<file path="config.mk">
export PLATFORM = sky130hd
export DESIGN_NAME = fsb_fault_status
export DESIGN_NICKNAME = d
export VERILOG_FILES = /design/src/inc/fsb_pkg.sv /design/src/fsb_fault_status.sv
export SDC_FILE = /design/constraint.sdc
export NUM_CORES = 1
export LEC_CHECK = 0
export BUFFER_PORTS_ARGS = -buffer_cell sky130_fd_sc_hd__clkbuf_2
export CORE_ASPECT_RATIO = 1.5
export CORE_MARGIN = 2
export CORE_UTILIZATION = 55
export CTS_CLUSTER_DIAMETER = 50
export DETAILED_ROUTE_END_ITERATION = 6
export PLACE_DENSITY = 0.8
export SLEW_MARGIN = 10
export SYNTH_ARGS = -nofsm -noshare
export SYNTH_HDL_FRONTEND = slang
export SYNTH_SLANG_ARGS = --single-unit
export TNS_END_PERCENT = 10
</file>
<file path="constraint.sdc">
create_clock -name mclk -period 4.9 [get_ports mclk]
set_input_delay 0.245 -clock mclk [delete_from_list [all_inputs] [get_ports mclk]]
set_output_delay 0.245 -clock mclk [all_outputs]
set_load 0.05 [all_outputs]
</file>
<file path="src/inc/fsb_pkg.sv">
// package of constants, types and register map for the fault status and blink code block
package fsb_pkg;

    // ------------------------------------------------------------
    // register map (byte addresses, one 32-bit word each)
    // ------------------------------------------------------------
    localparam int FSB_AW = 8;
    localparam logic [FSB_AW-1:0] FSB_OFS_DIN = 8'h00;
    localparam logic [FSB_AW-1:0] FSB_OFS_DOUT = 8'h04;
    localparam logic [FSB_AW-1:0] FSB_OFS_ERR = 8'h08;
    localparam logic [FSB_AW-1:0] FSB_OFS_WIN = 8'h0C;
    localparam logic [FSB_AW-1:0] FSB_OFS_THR = 8'h10;
    localparam logic [FSB_AW-1:0] FSB_OFS_CVAL = 8'h14;
    localparam logic [FSB_AW-1:0] FSB_OFS_STAT = 8'h18;
    localparam logic [FSB_AW-1:0] FSB_OFS_CFG = 8'h1C;

    // ------------------------------------------------------------
    // configuration register fields and reset value
    // ------------------------------------------------------------
    localparam int FSB_CFG_OW_EN = 0;
    localparam int FSB_CFG_AUTO_REC = 1;
    localparam int FSB_CFG_CTRL_EN = 2;
    localparam int FSB_CFG_CHAN_EN = 3;
    localparam int FSB_CFG_W = 4;
    localparam logic [FSB_CFG_W-1:0] FSB_CFG_RST = 4'h0;

    // ------------------------------------------------------------
    // status register fields
    // ------------------------------------------------------------
    localparam int FSB_ST_GEN_ERR = 0;
    localparam int FSB_ST_CHAN_ERR = 1;
    localparam int FSB_ST_MEM_ERR = 2;
    localparam int FSB_ST_LED = 3;
    localparam int FSB_ST_CODE_LSB = 4;

    // ------------------------------------------------------------
    // flash counts per error class (0 means no flashing)
    // ------------------------------------------------------------
    localparam int FSB_CW = 3;
    localparam logic [FSB_CW-1:0] FSB_CODE_NONE = 3'h0;
    localparam logic [FSB_CW-1:0] FSB_CODE_SUPPLY = 3'h1;
    localparam logic [FSB_CW-1:0] FSB_CODE_OPEN_IN = 3'h2;
    localparam logic [FSB_CW-1:0] FSB_CODE_SHORT = 3'h3;
    localparam logic [FSB_CW-1:0] FSB_CODE_MEM = 3'h4;
    localparam logic [FSB_CW-1:0] FSB_CODE_BUS = 3'h5;
    localparam logic [FSB_CW-1:0] FSB_CODE_OPEN_SOL = 3'h6;
    localparam logic [FSB_CW-1:0] FSB_CODE_OTHER = 3'h7;

    // ------------------------------------------------------------
    // timing: a millisecond tick paces the flash sequence
    // ------------------------------------------------------------
    localparam int FSB_CLK_HZ = 50_000_000;
    localparam int FSB_TICK_MS = 1;
    localparam int FSB_TICK_CYCLES = FSB_CLK_HZ / 1000 * FSB_TICK_MS;
    localparam int FSB_FLASH_ON_MS = 250;
    localparam int FSB_FLASH_OFF_MS = 250;
    localparam int FSB_PAUSE_MS = 1500;
    localparam int FSB_TW = 12;
    localparam logic [FSB_TW-1:0] FSB_ON_TICKS = FSB_TW'(FSB_FLASH_ON_MS / FSB_TICK_MS);
    localparam logic [FSB_TW-1:0] FSB_OFF_TICKS = FSB_TW'(FSB_FLASH_OFF_MS / FSB_TICK_MS);
    localparam logic [FSB_TW-1:0] FSB_PAUSE_TICKS = FSB_TW'(FSB_PAUSE_MS / FSB_TICK_MS);

    // ------------------------------------------------------------
    // types
    // ------------------------------------------------------------
    typedef struct packed {
        logic [7:0] din;
        logic [3:0] dout;
        logic [2:0] win;
        logic [1:0] thr;
        logic cval2;
        logic supply_low;
        logic cmd_out_lim;
        logic fb_out_lim;
        logic [1:0] sol_short;
        logic [1:0] sol_open;
        logic trail_over;
        logic bus_err;
        logic dout_short;
        logic dev_err;
        logic thr_err;
        logic mem_fault;
    } fsb_in_s;

    typedef enum logic [1:0] {
        FSB_IDLE = 2'b00,
        FSB_ON = 2'b01,
        FSB_OFF = 2'b10,
        FSB_PAUSE = 2'b11
    } fsb_state_e;

endpackage : fsb_pkg

</file>
<file path="src/fsb_fault_status.sv">
// fault latching, status words, blink code sequencer and apb register slave
`timescale 1ns/10ps
`default_nettype none

module fsb_fault_status
    import fsb_pkg::*;
#(
    parameter int TICK_CYCLES = FSB_TICK_CYCLES
) (
    // clock and reset
    input wire logic mclk,
    input wire logic sys_rst,
    // apb slave
    input wire logic psel,
    input wire logic penable,
    input wire logic pwrite,
    input wire logic [FSB_AW-1:0] paddr,
    input wire logic [31:0] pwdata,
    input wire logic [3:0] pstrb,
    output logic [31:0] prdata,
    output logic pready,
    output logic pslverr,
    // asynchronous monitor inputs
    input wire fsb_in_s mon_in,
    // indicators
    output logic led_red,
    output logic gen_error,
    output logic chan_error
);

    // ------------------------------------------------------------
    // input synchroniser
    // ------------------------------------------------------------
    fsb_in_s sync1;
    fsb_in_s sy;

    // two stages for every pin; only the second stage feeds logic
    always_ff @(posedge mclk or posedge sys_rst) begin
        if (sys_rst) begin
            sync1 <= '0;
            sy <= '0;
        end else begin
            sync1 <= mon_in;
            sy <= sync1;
        end
    end

    // ------------------------------------------------------------
    // configuration register and enable edges
    // ------------------------------------------------------------
    logic [FSB_CFG_W-1:0] cfg;
    logic ctrl_en_q;
    logic chan_en_q;
    logic ctrl_rise;
    logic chan_rise;
    logic wr_acc;

    assign wr_acc = psel && penable && pwrite;

    // only byte lane 0 carries configuration bits
    always_ff @(posedge mclk or posedge sys_rst) begin
        if (sys_rst) begin
            cfg <= FSB_CFG_RST;
        end else if (wr_acc && paddr == FSB_OFS_CFG && pstrb[0]) begin
            cfg <= pwdata[FSB_CFG_W-1:0];
        end
    end

    // remember previous enables to see a disable/enable cycle
    always_ff @(posedge mclk or posedge sys_rst) begin
        if (sys_rst) begin
            ctrl_en_q <= 1'b0;
            chan_en_q <= 1'b0;
        end else begin
            ctrl_en_q <= cfg[FSB_CFG_CTRL_EN];
            chan_en_q <= cfg[FSB_CFG_CHAN_EN];
        end
    end

    assign ctrl_rise = cfg[FSB_CFG_CTRL_EN] && !ctrl_en_q;
    assign chan_rise = cfg[FSB_CFG_CHAN_EN] && !chan_en_q;

    // ------------------------------------------------------------
    // latched faults (a new cause always wins over its clear)
    // ------------------------------------------------------------
    logic f_supply;
    logic f_cmd_ow;
    logic f_fb_ow;
    logic [1:0] f_short;
    logic [1:0] f_open;
    logic f_mem;
    logic cmd_ow_cause;
    logic fb_ow_cause;
    logic sup_clr;

    assign cmd_ow_cause = cfg[FSB_CFG_OW_EN] && sy.cmd_out_lim;
    assign fb_ow_cause = cfg[FSB_CFG_OW_EN] && sy.fb_out_lim;
    // restart of the control, or automatic recovery once supply is good again
    assign sup_clr = ctrl_rise || (cfg[FSB_CFG_AUTO_REC] && !sy.supply_low);

    always_ff @(posedge mclk or posedge sys_rst) begin
        if (sys_rst) begin
            f_supply <= 1'b0;
        end else begin
            f_supply <= sy.supply_low || (f_supply && !sup_clr);
        end
    end

    // per-channel faults clear on a channel disable/enable cycle
    always_ff @(posedge mclk or posedge sys_rst) begin
        if (sys_rst) begin
            f_cmd_ow <= 1'b0;
            f_fb_ow <= 1'b0;
            f_short <= 2'h0;
            f_open <= 2'h0;
        end else begin
            f_cmd_ow <= cmd_ow_cause || (f_cmd_ow && !chan_rise);
            f_fb_ow <= fb_ow_cause || (f_fb_ow && !chan_rise);
            f_short <= sy.sol_short | (f_short & {2{!chan_rise}});
            f_open <= sy.sol_open | (f_open & {2{!chan_rise}});
        end
    end

    // memory fault stays until sys_rst is asserted; no software clear exists
    always_ff @(posedge mclk or posedge sys_rst) begin
        if (sys_rst) begin
            f_mem <= 1'b0;
        end else begin
            f_mem <= f_mem || sy.mem_fault;
        end
    end

    // ------------------------------------------------------------
    // status words
    // ------------------------------------------------------------
    logic [11:0] err_word;

    // bit n-1 of each word holds signal n; unlisted positions read zero
    always_comb begin
        err_word = 12'h000;
        err_word[0] = f_cmd_ow;
        err_word[1] = f_short[0];
        err_word[2] = f_short[1];
        err_word[3] = f_open[0];
        err_word[4] = f_open[1];
        err_word[5] = f_fb_ow;
        err_word[6] = sy.trail_over;
        err_word[7] = sy.bus_err;
        err_word[9] = sy.dout_short;
        err_word[10] = sy.dev_err;
        err_word[11] = sy.thr_err;
    end

    assign gen_error = f_supply;
    assign chan_error = |err_word[6:0] || f_mem;

    // ------------------------------------------------------------
    // flash code selection: lowest count wins
    // ------------------------------------------------------------
    logic [FSB_CW-1:0] code_sel;

    always_comb begin
        if (f_supply) begin
            code_sel = FSB_CODE_SUPPLY;
        end else if (f_cmd_ow || f_fb_ow) begin
            code_sel = FSB_CODE_OPEN_IN;
        end else if (|f_short) begin
            code_sel = FSB_CODE_SHORT;
        end else if (f_mem) begin
            code_sel = FSB_CODE_MEM;
        end else if (sy.bus_err) begin
            code_sel = FSB_CODE_BUS;
        end else if (|f_open || sy.trail_over) begin
            code_sel = FSB_CODE_OPEN_SOL;
        end else if (sy.dout_short || sy.dev_err || sy.thr_err) begin
            code_sel = FSB_CODE_OTHER;
        end else begin
            code_sel = FSB_CODE_NONE;
        end
    end

    // ------------------------------------------------------------
    // millisecond tick divider
    // ------------------------------------------------------------
    logic [31:0] div_cnt;
    logic tick;

    assign tick = (div_cnt == 32'(TICK_CYCLES - 1));

    always_ff @(posedge mclk or posedge sys_rst) begin
        if (sys_rst) begin
            div_cnt <= 32'h0;
        end else if (tick) begin
            div_cnt <= 32'h0;
        end else begin
            div_cnt <= div_cnt + 32'h1;
        end
    end

    // ------------------------------------------------------------
    // blink sequencer
    // ------------------------------------------------------------
    fsb_state_e state;
    logic [FSB_TW-1:0] t_cnt;
    logic [FSB_CW-1:0] code_q;
    logic [FSB_CW-1:0] pulses;

    // code is taken at the start of a round so a round is never cut short
    always_ff @(posedge mclk or posedge sys_rst) begin
        if (sys_rst) begin
            state <= FSB_IDLE;
            t_cnt <= '0;
            code_q <= FSB_CODE_NONE;
            pulses <= '0;
        end else if (tick) begin
            unique case (state)
                FSB_IDLE: begin
                    if (code_sel != FSB_CODE_NONE) begin
                        state <= FSB_ON;
                        code_q <= code_sel;
                        pulses <= FSB_CW'(1);
                        t_cnt <= FSB_ON_TICKS - FSB_TW'(1);
                    end
                end
                FSB_ON: begin
                    if (t_cnt == '0) begin
                        if (pulses == code_q) begin
                            state <= FSB_PAUSE;
                            t_cnt <= FSB_PAUSE_TICKS - FSB_TW'(1);
                        end else begin
                            state <= FSB_OFF;
                            t_cnt <= FSB_OFF_TICKS - FSB_TW'(1);
                        end
                    end else begin
                        t_cnt <= t_cnt - FSB_TW'(1);
                    end
                end
                FSB_OFF: begin
                    if (t_cnt == '0) begin
                        state <= FSB_ON;
                        pulses <= pulses + FSB_CW'(1);
                        t_cnt <= FSB_ON_TICKS - FSB_TW'(1);
                    end else begin
                        t_cnt <= t_cnt - FSB_TW'(1);
                    end
                end
                FSB_PAUSE: begin
                    if (t_cnt == '0) begin
                        state <= FSB_IDLE;
                    end else begin
                        t_cnt <= t_cnt - FSB_TW'(1);
                    end
                end
            endcase
        end
    end

    // led lit only during a pulse
    always_ff @(posedge mclk or posedge sys_rst) begin
        if (sys_rst) begin
            led_red <= 1'b0;
        end else begin
            led_red <= (state == FSB_ON);
        end
    end

    // ------------------------------------------------------------
    // apb read path: data captured in setup, valid through access
    // ------------------------------------------------------------
    logic [31:0] next_rdata;
    logic next_err;

    always_comb begin
        next_rdata = 32'h0;
        next_err = 1'b0;
        unique case (paddr)
            FSB_OFS_DIN: next_rdata[7:0] = sy.din;
            FSB_OFS_DOUT: next_rdata[3:0] = sy.dout;
            FSB_OFS_ERR: next_rdata[11:0] = err_word;
            FSB_OFS_WIN: next_rdata[2:0] = sy.win;
            FSB_OFS_THR: next_rdata[1:0] = sy.thr;
            FSB_OFS_CVAL: next_rdata[0] = sy.cval2;
            FSB_OFS_STAT: begin
                next_rdata[FSB_ST_GEN_ERR] = f_supply;
                next_rdata[FSB_ST_CHAN_ERR] = chan_error;
                next_rdata[FSB_ST_MEM_ERR] = f_mem;
                next_rdata[FSB_ST_LED] = led_red;
                next_rdata[FSB_ST_CODE_LSB +: FSB_CW] = code_sel;
            end
            FSB_OFS_CFG: next_rdata[FSB_CFG_W-1:0] = cfg;
            default: next_err = 1'b1;
        endcase
    end

    always_ff @(posedge mclk or posedge sys_rst) begin
        if (sys_rst) begin
            prdata <= 32'h0;
            pslverr <= 1'b0;
        end else if (psel && !penable) begin
            prdata <= pwrite ? 32'h0 : next_rdata;
            pslverr <= next_err || (pwrite && paddr != FSB_OFS_CFG);
        end
    end

    // zero wait states: every access completes in its first access cycle
    assign pready = 1'b1;

endmodule : fsb_fault_status

`default_nettype wire

</file>
After elaboration in Yosys (flattened, before gate mapping)
Index checks and enable logic that the tools add are counted.
{"block": "op_classes", "addsub": 3, "n_mul": 0, "n_div": 0, "order_cmp": 0, "n_eq_ne": 18, "n_shift": 0, "n_mux": 32, "n_bitwise": 4, "reduce_logical": 44}
{"operator": "$mux W12", "count": 5}
{"operator": "$pmux W12 S4", "count": 1}
{"operator": "$add A32 B1 Y32 const B", "count": 1}
{"operator": "$eq A32 B16 Y1 const B", "count": 1}
{"operator": "$eq A8 B5 Y1 const B", "count": 4}
{"operator": "$mux W32", "count": 1}
{"operator": "$mux W3", "count": 9}
{"operator": "$eq A8 B4 Y1 const B", "count": 2}
{"operator": "$logic_and A1 B1 Y1", "count": 14}
{"operator": "$logic_not A12 Y1", "count": 1}
{"operator": "$sub A12 B1 Y12 const B", "count": 1}
{"operator": "$logic_or A1 B1 Y1", "count": 11}
{"operator": "$mux W11", "count": 1}
{"operator": "$ne A2 B2 Y1 const B", "count": 5}
{"operator": "$pmux W3 S3", "count": 1}
{"operator": "$eq A8 B3 Y1 const B", "count": 1}
{"operator": "$logic_not A8 Y1", "count": 1}
{"operator": "$mux W2", "count": 4}
{"operator": "$ne A8 B5 Y1 const B", "count": 1}
{"operator": "$pmux W1 S8", "count": 1}
{"operator": "$pmux W2 S4", "count": 1}
{"operator": "$reduce_or A8 Y1", "count": 1}
{"operator": "$pmux W1 S7", "count": 1}
{"operator": "$reduce_or A7 Y1", "count": 1}
{"operator": "20 further kinds", "count": 31}
{"block": "word_totals", "register_bits": 162, "latch_bits": 0, "ram_bits": 0, "romBits": 0, "inputBits": 80, "out_inout_bits": 37, "word_cells": 150, "n_memories": 0}

Logic depth before layout (Yosys ltp)
Gate-level depths: netlist of run 1.
{"block": "depth", "word_depth": 12, "mapped_depth": 8, "mapped_depth_nobuf": 7}

Least setup slack after synthesis of run 1
No wires, ideal clock.
{"block": "synth_path", "kind": "register to register", "start": "register div_cnt[4]", "end": "register pulses[2]", "setup_ns": 0.120, "arrival_ns": 2.475, "required_ns": 4.780, "path_slack_ns": 2.305, "path_stages_with_launch": 7, "path_buffers": 1, "period_less_slack_ns": 2.595, "cell_sequence": "dfrtp_1 -> or4_4 -> or4_4 -> buf_6 -> nor4_4 -> mux2_2 -> a31o_2"}
{"block": "synth_via", "elab_chain_len": 2}
{"item": "start: declaration", "line_no": "fsb_fault_status.sv:185", "rtl": "logic [31:0] div_cnt;"}
{"item": "start signal: assignment", "line_no": "fsb_fault_status.sv:196", "rtl": "div_cnt <= div_cnt + 32'h1;"}
{"item": "$eq A32 B16 Y1", "line_no": "fsb_fault_status.sv:188", "rtl": "assign tick = (div_cnt == 32'(TICK_CYCLES - 1));"}
{"item": "$reduce_and A4 Y1 (no source line)"}
{"item": "end signal: assignment", "line_no": "fsb_fault_status.sv:241", "rtl": "pulses <= pulses + FSB_CW'(1);"}
{"item": "end: declaration", "line_no": "fsb_fault_status.sv:206", "rtl": "logic [FSB_CW-1:0] pulses;"}
No other way between the ends.
A chain may end at the register's enable or synchronous reset.

Worst setup path after layout of run 1
{"block": "layout_path", "start": "register div_cnt[5]", "end": "register code_q[1]"}
{"block": "layout_via", "elab_chain_len": 2}
{"item": "$eq A32 B16 Y1", "line_no": "fsb_fault_status.sv:188"}
{"item": "$reduce_and A3 Y1 (no source line)"}
{"item": "end signal: assignment", "line_no": "fsb_fault_status.sv:220", "rtl": "code_q <= code_sel;"}
{"item": "end: declaration", "line_no": "fsb_fault_status.sv:205", "rtl": "logic [FSB_CW-1:0] code_q;"}
No other way between the ends.

==> results of run 1 <==
[cell families after synthesis]
family	after synthesis	share of synthesized area, %
and+or+nand+nor	183	17.96
xor gates and xnor gates	33	4.819
AOI/OAI and AO/OA	78	9.345
muxes	17	3.212
other	2	0.1252
buffers and inverters	54	4.923
DFF	141	58.82
adders and majority gates	4	0.7927
[sequential cells by signal, indices dropped and copies added, names as in the netlist]
name and flops:
cfg 4, chan_en_q 1, code_q 3, ctrl_en_q 1, div_cnt 32, err_word 5, f_cmd_ow 1, f_fb_ow 1
f_mem 1, f_open 2, f_short 2, gen_error 1, led_red 1, prdata 11, pslverr 1, pulses 3
state 2, sy 26, sync1 31, t_cnt 12
[synth_stat cells (4+ instances only)]
cell type | n | area share [%]
or4_1 | 11 | 1.4
nor4_1 | 11 | 1.1
or2_2 | 4 | 0.42
nand2_1 | 23 | 1.4
mux2i_1 | 8 | 1.3
xnor2_1 | 20 | 2.9
a22o_1 | 7 | 1.0
nor2_1 | 32 | 2.0
and3_1 | 7 | 0.73
buf_4 | 22 | 2.8
xor2_1 | 13 | 1.9
o21ai_0 | 9 | 0.75
dfrtp_1 | 141 | 59
clkbuf_1 | 13 | 0.81
a21o_1 | 6 | 0.75
or3_1 | 4 | 0.42
nand2b_1 | 7 | 0.73
mux2_2 | 7 | 1.3
a22oi_1 | 5 | 0.63
nand4_1 | 12 | 1.3
and2_1 | 6 | 0.63
nand3_1 | 21 | 1.8
a31oi_1 | 9 | 0.94
o31ai_1 | 10 | 1.3
a21oi_1 | 9 | 0.75
inv_1 | 15 | 0.94
nor3_1 | 16 | 1.3
nor2b_1 | 4 | 0.42
[stage by stage]
| step | total power [W] | cell area (um2) | setup WS, ns | hold WS, ns | std cells |
|---|---|---|---|---|---|
| after global placement | 0.001345 | 6342 | 1.921 | 0.3321 | 701 |
| final | 0.002555 | 7224 | 1.871 | 0.006066 | 764 |
| after CTS | 0.002580 | 7224 | 1.859 | 0.05347 | 764 |
| after floorplan | 0.001324 | 6073 | 0.8738 | 0.2764 | 532 |
| after detailed placement | 0.001348 | 6342 | 1.896 | 0.3347 | 701 |
| after global routing | 0.002648 | 7224 | 1.805 | 0.06679 | 764 |
[area by class of cell]
class                           instances  area share, %
Clock inverter                         12          1.593
Sequential cell                       141          48.84
Clock buffer                           20          6.321
Timing Repair Buffer                   95          8.763
Inverter                               15         0.8486
Tap cell                              144          2.494
Multi-Input combinational cell        337          31.14
[routing by layer]
layer / up-vias / track usage [%] / part of all wire [%]
met5: - / 0 / 0
met4: 0 / 9.038 / 1.7
met3: 18 / 5.385 / 4.2
met2: 124 / 38.23 / 54
met1: 2134 / 26.73 / 40
li1: 2000 / - / -
[report_power, final]
part           switching, W  leakage, nW  internal (W)
registers         0.0000140         1.78       0.00119
clock network      0.000480        0.273      0.000727
logic             0.0000942         1.22     0.0000449
total              0.000588         3.27       0.00197
[worst max-delay path by stage]
stage,from,slack [ns],end
final,div_cnt[5]$_DFF_PP0_,1.87,code_q[1]$_DFFE_PP0P_
after global routing,div_cnt[5]$_DFF_PP0_,1.80,code_q[1]$_DFFE_PP0P_
after CTS,div_cnt[5]$_DFF_PP0_,1.86,code_q[1]$_DFFE_PP0P_
after detailed placement,div_cnt[5]$_DFF_PP0_,1.90,code_q[1]$_DFFE_PP0P_
after global placement,div_cnt[5]$_DFF_PP0_,1.92,code_q[1]$_DFFE_PP0P_
after floorplan,sys_rst,0.87,cfg[0]$_DFFE_PP0P_
==> metrics.cfg, run 1 <==
[floorplan]
core_area_um2=10590
die_width_um=89.27
die_h_um=131.9
die_area_um2=11770
start_util_pct=56.64
ioPinCount=117
num_rows=46

[clocking]
clk_transition_reported_paths_ns=0.06
cts_max_level=4
cts_tree=done
clock_sinks=141
hold_buffers=31
root_buffer=clkbuf_16
clockBufferDepth=2
cts_resized=0
cts_buffers=17
postCtsSetupBuffers=0
clk_latency_ns=0.42

[routing]
wl_um=12390
vias=4276
via_per_inst=5.597
ant_nets=0
drt_iter0_drc=237
drt-pass1-iter-count=4
drcViolationCount=0
wl_per_cell_um=16.21

[sta]
rsz0062_at_grt=false
fin_setup_tns_ns=0
min_period_ns=3.029
slew_violations=0
relSlewSlack_pct=39.31
tightest_slew_ns=0.9104
fin_skew_ns=0.01058
min_period_over_period_pct=61.82
fmax_mhz=330.1
setup_viol=0
hold_violations=0

[critical_path]
endpoint_kind=flip-flop
worstPathRequired_ns=5.20
crit_type=flip-flop to flip-flop
crit_fanout=11
crit_path_cell_trace=or4_4 -> or4_4 -> nor2_1 -> o311ai_0 -> mux2_2
worstReg2RegEnd=code_q[1]$_DFFE_PP0P_
crit_arrival_ns=3.33
crit_buf_inv=0
reg2regPathDepth=5
slowest_delay_ns=0.66
cp-start-kind=flip-flop
crit_top_cell=or4_4
crit_slowest_cell=nor2_1
rr_startpoint=div_cnt[5]$_DFF_PP0_
path_depth=5
cp_top_family=simple AND/OR/NAND/NOR gates
regToRegSetupSlack_ns=1.87

[synthesis]
synth-seq-cells=141
syn_inst=512
netlist_area_um2=5998
synth-edff-count=0
ys.warnings.count=0
synth_area_per_cell_um2=11.72
async_reset_ff_share_pct=100.0
yosys.cell_types.count=64
synth_ff_type=dfrtp_1
ys_seq_area_share_pct=58.82

[global_route]
first_global_vias=4288
track_usage_pct=22.46
grt_max_degree=106
gr-total-overflow=0
grt_pass1_wl_um=20550
antenna_found_initial=0

[layout]
layout_commonest_cell=dfrtp_1
area_delta_synth_final_pct=20.44
regArea_um2=3528
n_fill_cell=792
fin_util_pct=68.22
antennaDiodeCount=0
nets=690
layout_common_cells=dfrtp_1 (141), clkbuf_2 (63), nor2_1 (32)
drive_gt1_share_pct=19.52
multiInputGateArea_um2=2250

[placed_design]
post-dp-hpwl_um=8423
port_buffers=63
place_congestion=0.8564

[run_status]
status=complete, no violations

[power_and_ir_drop]
ir_drop_v=0.0002335
p_leak_nw=3.275
power.density_nw_per_um2=353.7

[flow_run]
maxCapViolations=0

[hold_path]
hp-class=input port to asynchronous set/reset pin

No activity file was read; power rests on OpenSTA's default activity.
==> run 2, diff against run 1 <==
Settings changed: CORE_UTILIZATION 55 to 50, PLACE_DENSITY 0.8 to 0.76.
Clock period 4.9 ns to 2.7 ns, I/O delays scaled along.
==> run 2 against run 1 <==
  * Combinational power increased by 88%
  * Sequential cell count unchanged
  * Die area increased by 9.6%
  * Worst hold slack improved by 0.10 ns
  * Clock skew decreased by 0.0038 ns
==> metrics.cfg, run 2 (synthesis gave the netlist of run 1 again) <==
[run_status]
status=complete, no violations

[layout]
top_register=div_cnt
fin_util_pct=62.97  ; -5.2 points
layout_commonest_cell=dfrtp_1
layout_common_cells=dfrtp_1 (141), clkbuf_2 (63), dlygate4sd3_1 (36)
largest_register_ffs=32  ; unchanged
antennaDiodeCount=0  ; unchanged
nets=711  ; +3.0%
n_fill_cell=900  ; +14%
reg.largest.list=div_cnt (32), sync1 (31), sy (26)
multiInputGateArea_um2=2256  ; +0.28%
regArea_um2=3528  ; unchanged
drive_gt1_share_pct=21.68  ; +2.2 points
area_delta_synth_final_pct=24.22

[power_and_ir_drop]
ir_drop_v=0.0004722  ; +100%
p_leak_nw=3.390  ; +3.5%
power.density_nw_per_um2=644.8  ; +82%

[floorplan]
die_area_um2=12910  ; +9.6%
ioPinCount=117  ; unchanged
die_width_um=93.43  ; +4.7%
core_area_um2=11830  ; +12%
start_util_pct=50.69  ; -5.9 points
die_h_um=138.1  ; +4.7%
num_rows=49  ; +6.5%

[global_route]
grt_max_degree=142  ; +34%
track_usage_pct=20.71  ; -1.8 points
antenna_found_initial=0  ; unchanged
first_global_vias=4472  ; +4.3%
gr-total-overflow=0  ; unchanged
grt_pass1_wl_um=21270  ; +3.5%

[sta]
fmax_mhz=391.6  ; +19%
rsz0062_at_grt=false
fin_skew_ns=0.006761  ; -0.003814 ns
min_period_over_period_pct=94.58  ; +33 points
tightest_slew_ns=0.7085  ; -0.2019 ns
relSlewSlack_pct=52.77  ; +13 points
fin_setup_tns_ns=0  ; unchanged
hold_violations=0  ; unchanged
min_period_ns=2.554  ; -0.4752 ns
setup_viol=0  ; unchanged
slew_violations=0  ; unchanged

[critical_path]
endpoint_kind=flip-flop
crit_path_cell_trace=or4_1 -> or4_4 -> or2_0 -> buf_4 -> o41ai_2 -> o21ai_1
crit_fanout=5  ; -6
crit_slowest_cell=or4_4
worstPathRequired_ns=2.99  ; -2.21 ns
cp-start-kind=flip-flop
crit_type=flip-flop to flip-flop
crit_arrival_ns=2.84  ; -0.49 ns
slowest_delay_ns=0.57  ; -0.09 ns

[clocking]
cts_max_level=4  ; unchanged
clk_latency_ns=0.42  ; about the same
cts_buffers=17  ; unchanged
clock_sinks=141  ; unchanged
cts_tree=done
clockBufferDepth=2  ; unchanged
clk_transition_reported_paths_ns=0.06  ; about the same
root_buffer=clkbuf_16

[routing]
drt-pass1-iter-count=4  ; unchanged
drt_iter0_drc=286  ; +21%
wl_per_cell_um=15.86  ; -2.2%
drcViolationCount=0  ; unchanged
vias=4381  ; +2.5%
wl_um=12590  ; +1.7%
ant_nets=0  ; unchanged
via_per_inst=5.518  ; -1.4%

[placed_design]
port_buffers=63  ; unchanged
place_congestion=0.8051  ; -6.0%
post-dp-hpwl_um=8378  ; -0.54%

[hold_path]
hp-class=input port to flip-flop

[flow_run]
maxCapViolations=0  ; unchanged

## run 2: path summary, 6_finish.rpt
check | startpoint | endpoint | slack (ns) | cells past startpoint
max in group asynchronous | sys_rst | div_cnt[26]$_DFF_PP0_ | 1.71 | 4
hold / removal | paddr[6] | prdata[7]$_DFFE_PP0P_ | 0.11 | 4
min in group asynchronous | sys_rst | sync1[6]$_DFF_PP0_ | 0.50 | 4
setup / recovery | div_cnt[10]$_DFF_PP0_ | t_cnt[5]$_DFFE_PP0P_ | 0.15 | 6
setup reg to reg | div_cnt[10]$_DFF_PP0_ | t_cnt[5]$_DFFE_PP0P_ | 0.15 | 6
hold reg to reg | sync1[8]$_DFF_PP0_ | sy[8]$_DFF_PP0_ | 0.35 | 0
## run 2: layout make-up
type                    instances  area share (%)
flip-flops and latches        141           47.36
clock buffers                  18           5.760
clock inverters                14           2.284
multi-input cells             337           30.28
repair buffers                116           10.95
inverters                      15          0.8060
well taps                     153           2.569
## run 2: power breakdown
part / total (W) / switching [W] / internal, W
Combinational: 0.000261 / 0.000173 / 0.0000884
Sequential: 0.00219 / 0.0000248 / 0.00217
Clock: 0.00235 / 0.000954 / 0.00140
## run 2: metrics by stage
step / cells / hold slack [ns] / instance area [um2] / total power (W) / setup slack (ns)
2_1_floorplan: 532 / 0.1664 / 6077 / 0.002404 / 0.1051
3_3_place_gp: 726 / 0.2434 / 6485 / 0.002442 / 0.1567
3_5_place_dp: 726 / 0.2447 / 6485 / 0.002449 / 0.08822
4_1_cts: 794 / 0.09330 / 7445 / 0.004848 / 0.08168
5_1_grt: 794 / 0.1199 / 7451 / 0.004961 / 0.02663
6_report: 794 / 0.1100 / 7451 / 0.004804 / 0.1463
## run 2: repair_timing
item	in CTS	in global routing
hold buffers	36	0
gates resized for setup	0	2
endpoints found under the hold margin	176	0
buffers inserted	0	0
setup endpoints to repair	0	2
## run 2: layer usage
layer	share of wire [%]	GRT usage (%)	vias to the layer above
li1	-	-	2040
met1	41	25.50	2207
met2	53	35.33	116
met3	3.5	3.542	18
met4	1.8	9.288	0
met5	0	0	-
## run 2: worst max-delay path, delay by kind of cell, from the launching register on
kind / cells / cell delay, ns
flops: 1 / 0.42
buf+inv: 1 / 0.19
simple gates: 3 / 1.44
compound gates: 2 / 0.37
